## config.mk

```make
export PLATFORM = sky130hd
export DESIGN_NAME = add_carry_alu_ops
export DESIGN_NICKNAME = d
export VERILOG_FILES = /design/src/core/add_flag_unit.v /design/src/core/add_carry_alu_ops.v
export VERILOG_INCLUDE_DIRS = /design/src /design/src/core
export SDC_FILE = /design/constraint.sdc
export NUM_CORES = 1
export LEC_CHECK = 0
export ABC_AREA = 1
export BUFFER_PORTS_ARGS = -buffer_cell sky130_fd_sc_hd__buf_2
export CAP_MARGIN = 20
export CORE_MARGIN = 2
export CORE_UTILIZATION = 50
export DETAILED_ROUTE_END_ITERATION = 16
export PLACE_DENSITY = 0.82
export SYNTH_ARGS = -nofsm -noshare
export SYNTH_HDL_FRONTEND = slang
export SYNTH_SLANG_ARGS = --single-unit
```

## constraint.sdc

```tcl
create_clock -name clk -period 1.8 [get_ports clk]
set_input_delay 0.09 -clock clk [delete_from_list [all_inputs] [get_ports clk]]
set_output_delay 0.09 -clock clk [all_outputs]
set_load 0.01 [all_outputs]
```

## src/core/add_alu_map.vh

```
`ifndef ADD_ALU_MAP_VH
`define ADD_ALU_MAP_VH

// ==========================================================================
// flag register bit positions
`define FLG_CARRY      0
`define FLG_DEBUG      1
`define FLG_ZERO       2
`define FLG_SIGN       3
`define FLG_BANK       4
`define FLG_OVERFLOW   5
`define FLG_INT_EN     6
`define FLG_STACK_SEL  7
`define FLAGS_RESET    8'h00

// ==========================================================================
// operand kinds (3 bits)
`define KIND_DATA_REG  3'h0
`define KIND_ADDR_REG  3'h1
`define KIND_MEMORY    3'h2
`define KIND_IMMEDIATE 3'h3
`define KIND_STACK_PTR 3'h4

// ==========================================================================
// instruction formats (2 bits)
`define FMT_GENERIC    2'h0
`define FMT_QUICK      2'h1
`define FMT_SHORT      2'h2

// ==========================================================================
// memory sub-modes, only dsp8 and abs16 allowed in short format (2 bits)
`define MEM_DSP8       2'h0
`define MEM_ABS16      2'h1
`define MEM_OTHER      2'h2

// ==========================================================================
// low-bank byte register ids usable in short format (3 bits)
`define REG_LOW_BYTE0  3'h0
`define REG_LOW_BYTE1  3'h1

// ==========================================================================
// quick immediate range
`define QUICK_IMM_MIN  (-8)
`define QUICK_IMM_MAX  7

`endif

```

## src/core/add_flag_unit.v

```verilog
`timescale 1ns/10ps
`default_nettype none

module add_flag_unit
(
    input  wire [15:0] opnd_a,
    input  wire [15:0] opnd_b,
    input  wire        carry_in,
    input  wire        wide,
    output reg  [15:0] sum,
    output reg         ovf,
    output reg         sgn,
    output reg         zro,
    output reg         cry
);

    reg [16:0] full;

    // ======================================================================
    // adder with flags at the selected width
    always @*
    begin
        full = {1'b0, opnd_a} + {1'b0, opnd_b} + {16'h0000, carry_in};
        if (wide)
        begin
            sum = full[15:0];
            ovf = (opnd_a[15] == opnd_b[15]) && (full[15] != opnd_a[15]);
            sgn = full[15];
            zro = (full[15:0] == 16'h0000);
            cry = full[16];
        end
        else
        begin
            sum = {8'h00, full[7:0]};
            ovf = (opnd_a[7] == opnd_b[7]) && (full[7] != opnd_a[7]);
            sgn = full[7];
            zro = (full[7:0] == 8'h00);
            cry = full[8] ^ opnd_a[8] ^ opnd_b[8];
        end
    end

endmodule
`default_nettype wire

```

## src/core/add_carry_alu_ops.v

```verilog
// Summary of operation
// [RL1] carry-only add: destination plus carry flag
// [RL2] plain add: source plus destination, no carry
// [RL3] byte add to address register: zero-extend, 16-bit
// [RL4] byte add from address register: low byte
// [RL5] byte add to stack pointer: sign-extend source
// [RL6] stack add uses selected pointer, immediate only
// [RL7] overflow on signed range exceed per size
// [RL8] sign equals result top bit per size
// [RL9] zero set when result is zero
// [RL10] carry on unsigned range exceed per size
// [RL11] byte add: not both operands address registers
// [RL12] quick immediate limited to -8..+7
// [RL13] short format is byte size only
// [RL14] short: distinct low-bank regs, dsp8, abs16
// [RL15] only overflow, sign, zero, carry change

`timescale 1ns/10ps
`default_nettype none
`include "add_alu_map.vh"

module add_carry_alu_ops
(
    input  wire        clk,
    input  wire        rst_n,
    // operation request and its operands
    input  wire        op_valid,
    input  wire        op_carry_only,
    input  wire        op_byte,
    input  wire [1:0]  op_format,
    input  wire [2:0]  src_kind,
    input  wire [2:0]  src_reg_id,
    input  wire [1:0]  src_mem_mode,
    input  wire [15:0] src_value,
    input  wire [2:0]  dst_kind,
    input  wire [2:0]  dst_reg_id,
    input  wire [1:0]  dst_mem_mode,
    input  wire [15:0] dst_value,
    // current core state
    input  wire [15:0] user_sp_in,
    input  wire [15:0] int_sp_in,
    input  wire [7:0]  flags_in,
    // registered answer
    output reg  [15:0] result_q,
    output reg         result_valid_q,
    output reg         wr_user_sp_q,
    output reg         wr_int_sp_q,
    output reg  [7:0]  flags_q,
    output reg         op_refused_q
);

    // ======================================================================
    // short-format operand: low-bank byte reg, dsp8 or abs16 memory
    function is_short_ok;
        input [2:0] kind;
        input [2:0] reg_id;
        input [1:0] mem_mode;
        begin
            case (kind)
                `KIND_DATA_REG:
                    is_short_ok = (reg_id == `REG_LOW_BYTE0) ||
                                  (reg_id == `REG_LOW_BYTE1);
                `KIND_MEMORY:
                    is_short_ok = (mem_mode == `MEM_DSP8) ||
                                  (mem_mode == `MEM_ABS16);
                default:
                    is_short_ok = 1'b0;
            endcase
        end
    endfunction

    // ======================================================================
    // quick immediate fits -8..+7 when all bits above bit 2 agree
    // byte size looks at bits 7:3 only, the upper byte is ignored
    function quick_in_range;
        input [15:0] v;
        input        byte_sz;
        begin
            if (byte_sz)
                quick_in_range = (v[7:3] == 5'h00) || (v[7:3] == 5'h1f);
            else
                quick_in_range = (v[15:3] == 13'h0000) ||
                                 (v[15:3] == 13'h1fff);
        end
    endfunction

    // ======================================================================
    // operand legality
    // a refused op shows only as a refusal pulse, nothing else moves
    reg  dst_is_sp;
    reg  dst_is_addr;
    reg  refuse;
    always @*
    begin
        dst_is_sp   = (dst_kind == `KIND_STACK_PTR);
        dst_is_addr = (dst_kind == `KIND_ADDR_REG);
        refuse      = 1'b0;
        if (!op_carry_only)
        begin
            if (op_byte && dst_is_addr && src_kind == `KIND_ADDR_REG)
                refuse = 1'b1;                          // [RL11]
            if (dst_is_sp && src_kind != `KIND_IMMEDIATE)
                refuse = 1'b1;                          // [RL6]
            if (op_format == `FMT_QUICK &&
                (src_kind != `KIND_IMMEDIATE ||
                 !quick_in_range(src_value, op_byte)))
                refuse = 1'b1;                          // [RL12]
            if (op_format == `FMT_SHORT)
            begin
                if (!op_byte)
                    refuse = 1'b1;                      // [RL13]
                if (!is_short_ok(dst_kind, dst_reg_id, dst_mem_mode))
                    refuse = 1'b1;                      // [RL14]
                if (src_kind != `KIND_IMMEDIATE &&
                    !is_short_ok(src_kind, src_reg_id, src_mem_mode))
                    refuse = 1'b1;                      // [RL14]
                if (src_kind == `KIND_DATA_REG &&
                    dst_kind == `KIND_DATA_REG &&
                    src_reg_id == dst_reg_id)
                    refuse = 1'b1;                      // [RL14]
            end
        end
        // carry-only has no source: only target and format can fail
        else if (dst_is_sp || op_format != `FMT_GENERIC)
            refuse = 1'b1;
        // code 3 names no format and is always refused
        if (op_format != `FMT_GENERIC && op_format != `FMT_QUICK &&
            op_format != `FMT_SHORT)
            refuse = 1'b1;
    end

    // ======================================================================
    // operand shaping
    reg  [15:0] opnd_a;
    reg  [15:0] opnd_b;
    reg         carry_in;
    reg         wide;
    always @*
    begin
        // byte adds into an address reg or stack pointer run at 16 bits
        wide = !op_byte || dst_is_addr || dst_is_sp;    // [RL3] [RL5]
        // the stack-select flag picks the pointer read and written back
        if (dst_is_sp)
            opnd_a = flags_in[`FLG_STACK_SEL] ? user_sp_in
                                              : int_sp_in;  // [RL6]
        else
            opnd_a = dst_value;
        // carry-only: the carry flag is the whole second operand
        if (op_carry_only)
        begin
            opnd_b   = 16'h0000;                        // [RL1]
            carry_in = flags_in[`FLG_CARRY];            // [RL1]
        end
        else
        begin
            // plain add never reads the incoming carry flag
            carry_in = 1'b0;                            // [RL2]
            if (!op_byte)
                opnd_b = src_value;
            else if (dst_is_sp)
                opnd_b = {{8{src_value[7]}}, src_value[7:0]};   // [RL5]
            else
                opnd_b = {8'h00, src_value[7:0]};       // [RL3] [RL4]
        end
    end

    // ======================================================================
    // shared adder, flags taken at the width chosen above
    wire [15:0] sum;
    wire        ovf;
    wire        sgn;
    wire        zro;
    wire        cry;

    add_flag_unit u_add
    (
        .opnd_a   (opnd_a),
        .opnd_b   (opnd_b),
        .carry_in (carry_in),
        .wide     (wide),
        .sum      (sum),
        .ovf      (ovf),
        .sgn      (sgn),
        .zro      (zro),
        .cry      (cry)
    );

    // ======================================================================
    // result and flag registers
    always @(posedge clk or negedge rst_n)
    begin
        if (!rst_n)
        begin
            // everything starts cleared, flags at their reset value
            result_q       <= 16'h0000;
            result_valid_q <= 1'b0;
            wr_user_sp_q   <= 1'b0;
            wr_int_sp_q    <= 1'b0;
            flags_q        <= `FLAGS_RESET;
            op_refused_q   <= 1'b0;
        end
        else
        begin
            // pulses are rewritten every cycle, so each stands one cycle
            result_valid_q <= op_valid && !refuse;
            op_refused_q   <= op_valid && refuse;
            wr_user_sp_q   <= op_valid && !refuse && dst_is_sp &&
                              flags_in[`FLG_STACK_SEL];          // [RL6]
            wr_int_sp_q    <= op_valid && !refuse && dst_is_sp &&
                              !flags_in[`FLG_STACK_SEL];         // [RL6]
            // result and flags hold until the next accepted op
            if (op_valid && !refuse)
            begin
                result_q <= sum;                        // [RL1] [RL2]
                // flags the add does not own pass through unchanged
                flags_q  <= flags_in;                   // [RL15]
                flags_q[`FLG_OVERFLOW] <= ovf;          // [RL7]
                flags_q[`FLG_SIGN]     <= sgn;          // [RL8]
                flags_q[`FLG_ZERO]     <= zro;          // [RL9]
                flags_q[`FLG_CARRY]    <= cry;          // [RL10]
            end
        end
    end

endmodule
`default_nettype wire

```

==> results.ini, run 1 <==
[status]
status=complete, but fails checks
failed_checks=negative setup slack

[timing]
hold_viol_final=0
fmax_mhz=383
min_period_ns=2.61
rsz0062_at_grt=yes
worst_pin_slew_ns=0.642
final.setup.tns_ns=-7.06
setup_ws_ns=-0.810
period_share_pct=145
max-slew-margin-rel_pct=57.1
finalSetupViolations=17
finClkSkew_ns=0
maxSlewViolCount=0

[worst_setup_path]
cp.arrival_ns=2.78
path_class=input port to flop
critPathMaxStageDelay_ns=0.35
crit_start=dst_kind[0]
cp_cell_sequence=buf_12 -> inv_12 -> nand3_4 -> inv_6 -> buf_6 -> buf_6 -> nor2_2 -> a31oi_1 -> ha_2 -> nand2_2 -> nand2_1 -> nand2_2 -> nand2_1 -> nand2_2 -> nand3_1 -> nand2_1 -> nand2_2 -> nand2_2 -> nor2_4 -> nand2_1 -> nand2_1 -> nand2_1 -> nand2_1
crit_top_cell=nand2_1
cp-start-kind=input port
cp_top_family=simple AND/OR/NAND/NOR gates
reg2reg_from=result_q[10]
cp_slowest_cell=ha_2
critPathCaptureType=flop
crit_buf_inv=5
worstPathRequired_ns=1.97
cp_max_fo=6

[clock_network]
cts_tree=yes
clock-root-buffer=clkbuf_8
clock_latency_ns=0.28
cts.clk_slew.worst_paths_ns=0.10
cts_buffers=3
clkSinkCount=28
cts_buffer_depth=2
htree_levels=1

[grt]
grt_usage_pct=34.0
grt_pass1_wl_um=17700
antenna_found_initial=1
grt_max_degree=31
grt_pass1_vias=3984
grt-ovfl-total=0

[synthesis]
synthFlopType=dfrtp_1
yosysUniqueCellTypes=39
synth_area_leader_cell=nand2_1
synth_area_sq_mm=0.00301
yosys_warnings=0
syn-num-nets=616
ys_seq_elements=28
yosysMostFrequentCell=nand2_1
synthCells=504
synth_seq_area_share_pct=23.2
synth_edf_count=0
postSynthAreaPerCell_sq_um=5.98
ys_async_sr_fraction_pct=100
synth_top_area_share_pct=23.5
synthTopCellsByCount=189 x nand2_1, 67 x inv_1, 66 x nor2_1
synthTopCellsByArea=nand2_1 24%, dfrtp_1 23%, inv_1 8.3%, nor2_1 8.2%, ha_1 6.2%

[pwr]
vdd_drop_max_uv=830
p_total_w=0.00349
p_per_area_mw_per_mm2=646
p_leak_nw=2.98

[layout]
layout.nets=839
fin_util_pct=91.7
fin_area_sq_mm=0.00540
layout.cells.non_filler=802
fillers=238
drive_gt1_share_pct=54.0
syn2layout_area_growth_pct=79.0

[routing]
drt-initial-drc-count=576
post_drt_wl_per_cell_um=20.5
postRouteAntennaNets=0
wl_um=16400
dr.pass1.iters=8
via_count=5014
drc_errors=0
via_per_inst=6.25

[floorplanning]
die_w_um=81.6
die_y_um=81.6
core_area_sq_mm=0.00589
rows=28
die-area_sq_mm=0.00667
start_util_pct=51.2
ioPinCount=123

[flow_run]
maxCapViolations=0

[placed_design]
placed_cell_area_sq_mm=0.00424
place_hpwl_um=7580
port_buffers=117
dp_cells=756
routabilityCongestion=0.952

[worst_hold_path]
min_path_type=input port to flop
hp-start=flags_in[4]

-- where the power goes --
part / internal, W / switching [W]
sequential: 0.000764 / 0.0000884
clock: 0.000298 / 0.000214
combinational: 0.000933 / 0.00119
total: 0.00200 / 0.00149
-- cell usage in the layout, fill, tap and decap left out, drive strengths merged --
| cell type | instances |
|---|---|
| xnor2 | 8 |
| nor2 | 68 |
| o21ai | 16 |
| and2 | 2 |
| clkbuf | 4 |
| or2 | 3 |
| buf | 227 |
| o21bai | 1 |
| diode | 1 |
| inv | 73 |
| nor4 | 1 |
| fa | 2 |
| xor2 | 4 |
| nand2 | 198 |
| bufinv | 1 |
| nor3 | 6 |
| nand4 | 7 |
| nand3b | 2 |
| ha | 15 |
| dfrtp | 28 |
| a21oi | 10 |
| o22ai | 1 |
| a31oi | 15 |
| o31ai | 1 |
| dlygate4sd3 | 1 |
| o21a | 1 |
| nand3 | 31 |
-- cell families (layout without fill, tap and decap cells) --
family	Yosys count	count (layout)	synth area share, %
and+or+nand+nor	318	318	44.2
xor gates and xnor gates	12	12	3.49
AOI/OAI and AO/OA	45	45	9.51
other	0	1	0
buffers and inverters	84	306	12.0
DFF	28	28	23.2
adders and majority gates	17	17	7.56
-- registers in the layout, indices dropped and copies added (netlist names) --
name	cells
flags_q	8
op_refused_q	1
result_q	16
result_valid_q	1
wr_int_sp_q	1
wr_user_sp_q	1
-- per-stage QoR --
stage                     hold slack [ns]  worst slack [ns]
after global routing              0.00786            -0.903
after detailed placement            0.125            -0.833
after global placement              0.119            -0.757
final                             0.00177            -0.810
after floorplan                    -0.206            -0.495
after CTS                          0.0198            -0.270
-- cell type report --
| type | instances | area, sq um | area share, % |
|---|---|---|---|
| Inverter | 72 | 305 | 5.66 |
| Sequential cell | 28 | 701 | 13.0 |
| Clock buffer | 3 | 41.3 | 0.765 |
| Timing Repair inverter | 1 | 8.76 | 0.162 |
| Timing Repair Buffer | 229 | 1590 | 29.4 |
| Tap cell | 75 | 93.8 | 1.74 |
| Multi-Input combinational cell | 392 | 2630 | 48.7 |
| Antenna cell | 1 | 2.50 | 0.0464 |
| Clock inverter | 1 | 30.0 | 0.557 |
-- worst register-to-register path: cells and delay by family (launching register included) --
family             cells  cell delay (ns)
DFF                    1             0.43
AOI/OAI and AO/OA      1             0.12
and+or+nand+nor        1             0.10
-- final timing paths --
kind	endpoint	slack (ns)	cells past startpoint
setup / recovery	flags_q[2]	-0.81	23
min in group asynchronous	flags_q[6]	0.34	2
setup reg to reg	result_q[10]	1.04	2
max in group asynchronous	op_refused_q	1.04	2
hold / removal	flags_q[4]	0.002	3
hold reg to reg	flags_q[4]	0.48	2
-- layer usage --
layer / part of all wire, % / global-route usage [%] / vias up
met3: 12 / 4.29 / 210
met5: 0 / 0 / -
met4: 11 / 17.2 / 0
met1: 32 / 39.1 / 2217
met2: 45 / 61.7 / 561
li1: - / - / 2026
-- timing repair --
action | in CTS | in global routing
gates resized for setup | 113 | 82
cloned | 1 | 0
pin swaps | 52 | 53
setup buffers | 28 | 14
setup endpoints to repair | 18 | 17
hold buffers | 1 | 0
endpoints found under the hold margin | 28 | 0
Power figures use the tool's default switching activity.
==> run 2: changes to the inputs <==
- CORE_MARGIN: 2 -> default
- RECOVER_POWER: default -> 25
- SKIP_CTS_REPAIR_TIMING: default -> 1
==> run 2 against run 1 <==
  * The flow still finishes with violations (negative setup slack)
  * First-iteration DRC count fell by 52%
  * Routed wire length fell by 31%
  * Worst setup slack improved by 0.37 ns
  * Utilization fell by 3.8 points
  * Global-route usage fell by 4.6 points
  * Highest routed layer unchanged
==> results.ini, run 2 (synthesis results as in run 1) <==
[layout]
largest_reg_flops=16  ; unchanged
top_register=result_q
diodes=0  ; -1
reg_top3=result_q (16), flags_q (8)
layout.nets=812  ; -3.2%
multi_input_comb_area_sq_mm=0.00249  ; -5.0%
layout_common_cells=153 x nand2_1, 113 x buf_2, 71 x buf_4
drive_gt1_share_pct=48.2  ; -5.8 points
syn2layout_area_growth_pct=64.5
fillers=300  ; +26%
final_common_cell=nand2_1
regArea_sq_um=701  ; unchanged

[flow_run]
maxCapViolations=0  ; unchanged

[status]
status=complete, but fails checks
failed_checks=negative setup slack

[timing]
maxSlewViolCount=0  ; unchanged
max-slew-margin-rel_pct=56.4  ; -0.75 points
fmax_mhz=445  ; +16%
finClkSkew_ns=0  ; unchanged
finalSetupViolations=16  ; -1
min_period_ns=2.24  ; -0.365 ns
rsz0062_at_grt=yes
hold_viol_final=0  ; unchanged
worst_pin_slew_ns=0.654  ; +0.0122 ns
period_share_pct=125  ; -20 points
setup_ws_ns=-0.445  ; +0.365 ns

[pwr]
p_per_area_mw_per_mm2=601  ; -6.9%
vdd_drop_max_uv=666  ; -20%
p_total_w=0.00298  ; -14%
p_leak_nw=2.74  ; -8.2%

[floorplanning]
ioPinCount=123  ; unchanged
core_area_sq_mm=0.00564  ; -4.1%
die_w_um=79.6  ; -2.4%
rows=27  ; -3.6%
start_util_pct=53.4  ; +2.2 points
die_y_um=79.6  ; -2.4%
die-area_sq_mm=0.00634  ; -4.8%

[worst_setup_path]
worstPathRequired_ns=1.98  ; about the same
r2r-end=flags_q[7]
critPathCaptureType=flop
cp-start-kind=input port
r2r_setup_slack_ns=1.13  ; +0.09 ns
crit_start=dst_kind[1]
setup.worst_path.end=flags_q[0]
cp_max_fo=8  ; +2
cp.arrival_ns=2.42  ; -0.36 ns
reg2reg_from=flags_q[7]
path_class=input port to flop
reg2regPathDepth=2  ; unchanged

[grt]
grt_usage_pct=29.4  ; -4.6 points
antenna_found_initial=0  ; -1
grt_pass1_vias=3592  ; -9.8%
grt-ovfl-total=0  ; unchanged
grt_pass1_wl_um=14900  ; -16%
grt_max_degree=31  ; unchanged

[clock_network]
htree_levels=1  ; unchanged
cts_tree=yes
clock_latency_ns=0.28  ; about the same
cts_buffer_depth=2  ; unchanged
clkSinkCount=28  ; unchanged
cts.clk_slew.worst_paths_ns=0.09  ; about the same
clock-root-buffer=clkbuf_8
cts_buffers=3  ; unchanged

[routing]
post_drt_wl_per_cell_um=14.6  ; -29%
postRouteAntennaNets=0  ; unchanged
drt-initial-drc-count=279  ; -52%
drc_errors=0  ; unchanged
wl_um=11300  ; -31%
via_per_inst=5.44  ; -13%
dr.pass1.iters=5  ; -3
via_count=4191  ; -16%

[placed_design]
routabilityCongestion=0.893  ; -6.2%
place_ws_ns=-0.856  ; -0.0230 ns
place_hpwl_um=7810  ; +3.0%
port_buffers=117  ; unchanged

[worst_hold_path]
min_path_type=input port to flop

-- run 2: changes by cell type in the layout (fill, tap and decap cells not counted), moves of 5 or more --
cell / before / now
buf_6: 21 / 15
ha_4: 5 / 10
nand2_2: 49 / 40
nand2_1: 136 / 153
buf_4: 85 / 71
nand2_4: 13 / 5
-- run 2: layout make-up --
| class | instances | area share, % |
|---|---|---|
| flip-flops and latches | 28 | 14.1 |
| multi-input cells | 392 | 50.3 |
| repair buffers | 203 | 26.6 |
| well taps | 72 | 1.82 |
| clock buffers | 4 | 1.11 |
| inverters | 72 | 6.06 |
-- run 2: critical path: stages --
cell	delay, ns
buf_8	0.10
clkinv_4	0.04
nand3_4	0.13
inv_8	0.12
buf_4	0.13
nor2_1	0.04
a31oi_1	0.18
ha_1	0.31
buf_4	0.17
nand2_1	0.12
inv_1	0.07
nand2_1	0.07
nand2_1	0.09
inv_1	0.10
nand3b_1	0.09
nand2_2	0.13
inv_1	0.07
nand2_1	0.07
nand3_1	0.09
nand3_1	0.14
nand2_1	0.06
-- run 2: worst min path at each step --
stage	start	to	slack, ns	cells after the start
detailed placement	rst_n	flags_q[1]	0.13	1
global route	flags_in[6]	flags_q[6]	0.003	3
floorplan	rst_n	flags_q[0]	-0.21	0
global placement	rst_n	flags_q[6]	0.12	1
finish	flags_in[6]	flags_q[6]	0.002	3
CTS	rst_n	flags_q[1]	-0.17	1
-- run 2: report_power, final --
group / total [W] / internal, W / leakage (nW) / switching [W]
registers: 0.000837 / 0.000764 / 0.360 / 0.0000730
clock network: 0.000395 / 0.000197 / 0.0288 / 0.000198
logic: 0.00175 / 0.000823 / 2.35 / 0.000927
-- run 2: per-stage QoR --
stage	instances	utilization, %	instance area (sq um)	hold slack, ns	TNS (ns)
floorplan	504	-	3120	-0.206	-3.86
global placement	753	75.0	4230	0.116	-10.14
detailed placement	753	75.0	4230	0.127	-11.15
CTS	757	76.0	4290	-0.173	-5.94
global route	771	87.9	4960	0.00313	-5.11
finish	771	87.9	4960	0.00151	-3.32
-- run 2: per-layer routing --
layer  GRT usage, %  part of all wire (%)
met1           36.6                    38
met2           53.8                    50
met3           2.17                   7.4
met4           8.00                   4.5
met5              0                     0
==> run 3: changes to the inputs <==
- ABC_AREA: 1 -> default
- PLACE_DENSITY: 0.82 -> 0.85
==> run 3 against run 2 <==
  * The flow still finishes with violations (negative setup slack)
  * Sequential cell count unchanged
  * Critical path depth shrank 6
  * Worst hold slack better by 0.0011 ns
  * Highest routed layer unchanged
  * Critical path type unchanged
  * Combinational power up 3%
  * Sequential share of layout area grew 0.29 points
  * First-iteration DRC count increased by 150%
  * Routed wire length is 31% higher
  * Register-to-register slack worse by 0.22 ns
  * Synthesized cell count decreased by 33%
==> results.ini, run 3 <==
[timing]
finalSetupViolations=27  ; +11
maxSlewViolCount=0  ; unchanged
max-slew-margin-rel_pct=56.1  ; -0.24 points
rsz0062_at_grt=yes
setup_ws_ns=-1.36  ; -0.919 ns
hold_viol_final=0  ; unchanged
fmax_mhz=316  ; -29%
period_share_pct=176  ; +51 points
hold_ws_ns=0.00265  ; +0.00114 ns
worst_pin_slew_ns=0.658  ; +0.00363 ns
finClkSkew_ns=0  ; unchanged
min_period_ns=3.16  ; +0.919 ns

[worst_setup_path]
cp_max_fo=7  ; -1
cp-start-kind=input port
crit_start=dst_kind[2]
r2r-end=result_q[11]
cp.arrival_ns=3.34  ; +0.92 ns
r2r_setup_slack_ns=0.91  ; -0.22 ns
worstPathRequired_ns=1.98  ; about the same
path_class=input port to flop
setup.worst_path.end=flags_q[2]
critPathCaptureType=flop
reg2regPathDepth=2  ; unchanged
reg2reg_from=result_q[11]

[grt]
grt_pass1_wl_um=12800  ; -14%
grt-ovfl-total=0  ; unchanged
antenna_found_initial=2  ; +2
grt_pass1_vias=2990  ; -17%
grt_usage_pct=29.5  ; +0.099 points
grt_max_degree=29  ; -6.5%

[pwr]
clockPowerShare_pct=15.7  ; +2.5 points
p_leak_nw=2.44  ; -11%
p_per_area_mw_per_mm2=650  ; +8.0%
vdd_drop_max_uv=645  ; -3.2%
power_frac_comb_pct=57.0  ; -1.7 points
power_switching_w=0.00124  ; +3.6%
p_seq_share_pct=27.4  ; -0.7 points
p_total_w=0.00316  ; +5.9%
sw_frac_of_total_pct=39.3  ; -0.84 points
internal-power_w=0.00191  ; +7.4%

[synthesis]
synth_area_leader_cell=dfrtp_1
synth_edf_count=0  ; unchanged
yosys_warnings=0  ; unchanged
yosysMostFrequentCell=nand2_1
synth_top_area_share_pct=26.2  ; +2.7 points
synth_seq_area_share_pct=26.2  ; +3.0 points
ys_seq_elements=28  ; unchanged
syn-num-nets=449  ; -27%
ys_async_sr_fraction_pct=100  ; unchanged
synth_area_sq_mm=0.00267  ; -11%
synthTopCellsByCount=49 x nand2_1, 32 x nor2_1, 30 x a21oi_1
postSynthAreaPerCell_sq_um=7.93  ; +33%
synthFlopType=dfrtp_1
synthCells=337  ; -33%
yosysUniqueCellTypes=61  ; +56%
synthTopCellsByArea=dfrtp_1 26%, ha_1 7.0%, nand2_1 6.9%, mux2i_1 6.0%, a21oi_1 5.6%

[routing]
dr.pass1.iters=8  ; +3
post_drt_wl_per_cell_um=23.6  ; +61%
drc_errors=0  ; unchanged
via_count=4260  ; +1.6%
postRouteAntennaNets=0  ; unchanged
drt-initial-drc-count=695  ; +150%
via_per_inst=6.79  ; +25%
wl_um=14800  ; +31%

[layout]
fillers=138  ; -54%
regArea_sq_um=701  ; unchanged
drive_gt1_share_pct=58.1  ; +9.9 points
largest_reg_flops=16  ; unchanged
final_common_cell=buf_2
multi_input_comb_area_sq_mm=0.00238  ; -4.6%
reg_top3=result_q (16), flags_q (8)
layout.nets=669  ; -18%
layout_common_cells=113 x buf_2, 88 x buf_4, 36 x nand2_1
layout.cells.non_filler=627  ; -19%
top_register=result_q
syn2layout_area_growth_pct=81.9

[floorplanning]
core_area_sq_mm=0.00514  ; -8.9%
start_util_pct=52.0  ; -1.5 points
ioPinCount=123  ; unchanged
rows=26  ; -3.7%
die-area_sq_mm=0.00564  ; -11%
die_w_um=75.1  ; -5.7%
die_y_um=75.1  ; -5.7%

[placed_design]
port_buffers=117  ; unchanged
dp_cells=602  ; -20%
place_hpwl_um=6910  ; -12%
routabilityCongestion=0.932  ; +4.4%
place_ws_ns=-1.34  ; -0.482 ns

[clock_network]
cts_tree=yes
clock_latency_ns=0.27  ; about the same
cts.clk_slew.worst_paths_ns=0.09  ; about the same
htree_levels=1  ; unchanged
cts_buffer_depth=2  ; unchanged
clkSinkCount=28  ; unchanged
clock-root-buffer=clkbuf_8
cts_buffers=3  ; unchanged

[flow_run]
maxCapViolations=0  ; unchanged

[status]
status=complete, but fails checks
failed_checks=negative setup slack

[worst_hold_path]
min_path_type=input port to flop

[run 3: changes by cell type after synthesis, moves of 16 or more]
cell and change:
inv_1 -57, mux2i_1 +16, nor2_1 -34, a21oi_1 +21
nand3_1 -22, nand2_1 -140
[run 3: how the worst min path moves through the flow]
stage                       to        start  slack (ns)  depth (start not counted)
floorplan           flags_q[0]        rst_n       -0.21                          0
global placement    flags_q[6]        rst_n        0.12                          1
detailed placement  flags_q[4]        rst_n        0.13                          1
CTS                 flags_q[4]        rst_n       -0.17                          1
global route        flags_q[6]  flags_in[6]        0.03                          3
finish              flags_q[6]  flags_in[6]       0.003                          3
[run 3: power by group through the flow]
stage / Combinational (W) / Clock, W / Sequential [W]
floorplan: 0.000607 / 0 / 0.000924
global placement: 0.00129 / 0 / 0.000848
detailed placement: 0.00133 / 0 / 0.000857
CTS: 0.00134 / 0.000487 / 0.000844
global route: 0.00191 / 0.000515 / 0.000882
finish: 0.00180 / 0.000494 / 0.000865
[run 3: logic make-up (layout without fill, tap and decap cells)]
logic type / after synthesis / after routing / synth area share (%)
AOI/OAI and AO/OA: 92 / 92 / 23.3
adders and majority gates: 17 / 17 / 8.52
buffers and inverters: 23 / 242 / 3.61
muxes: 16 / 16 / 6.00
and+or+nand+nor: 146 / 146 / 27.4
xor gates and xnor gates: 15 / 15 / 4.92
other: 0 / 1 / 0
DFF: 28 / 28 / 26.2
[run 3: per-layer routing]
metal	GRT usage, %	vias to the layer above	routed length (um)
met4	9.85	0	1650
li1	-	1665	-
met2	53.9	487	6740
met3	2.28	201	1760
met1	36.5	1907	4650
met5	0	-	0
[run 3: area by class of cell]
type | instances | area share, %
clock inverter | 1 | 0.618
timing repair buffer | 226 | 31.9
inverter | 11 | 1.11
tap | 70 | 1.80
multi-input combinational | 286 | 49.0
timing repair inverter | 1 | 0.335
antenna | 1 | 0.0515
sequential | 28 | 14.4
clock buffer | 3 | 0.850
[run 3: through the flow]
stage	instance area [sq um]	utilization (%)	setup TNS (ns)
final	4860	94.5	-15.11
after global routing	4860	94.5	-16.84
after CTS	4120	80.2	-11.11
after detailed placement	4050	78.8	-18.72
after global placement	4050	78.8	-16.79
after floorplan	2780	-	-10.96
[run 3: worst max-delay path, cell delays in order]
cell and delay, ns:
buf_2 0.10, nor3b_4 0.32, buf_12 0.17, buf_4 0.12
nor2_1 0.05, a21oi_1 0.22, ha_1 0.35, nor2b_4 0.17
o21ai_1 0.16, nor3b_1 0.33, o211ai_1 0.14, or4_4 0.45
a211oi_2 0.23, nand4b_1 0.16, o31ai_2 0.25
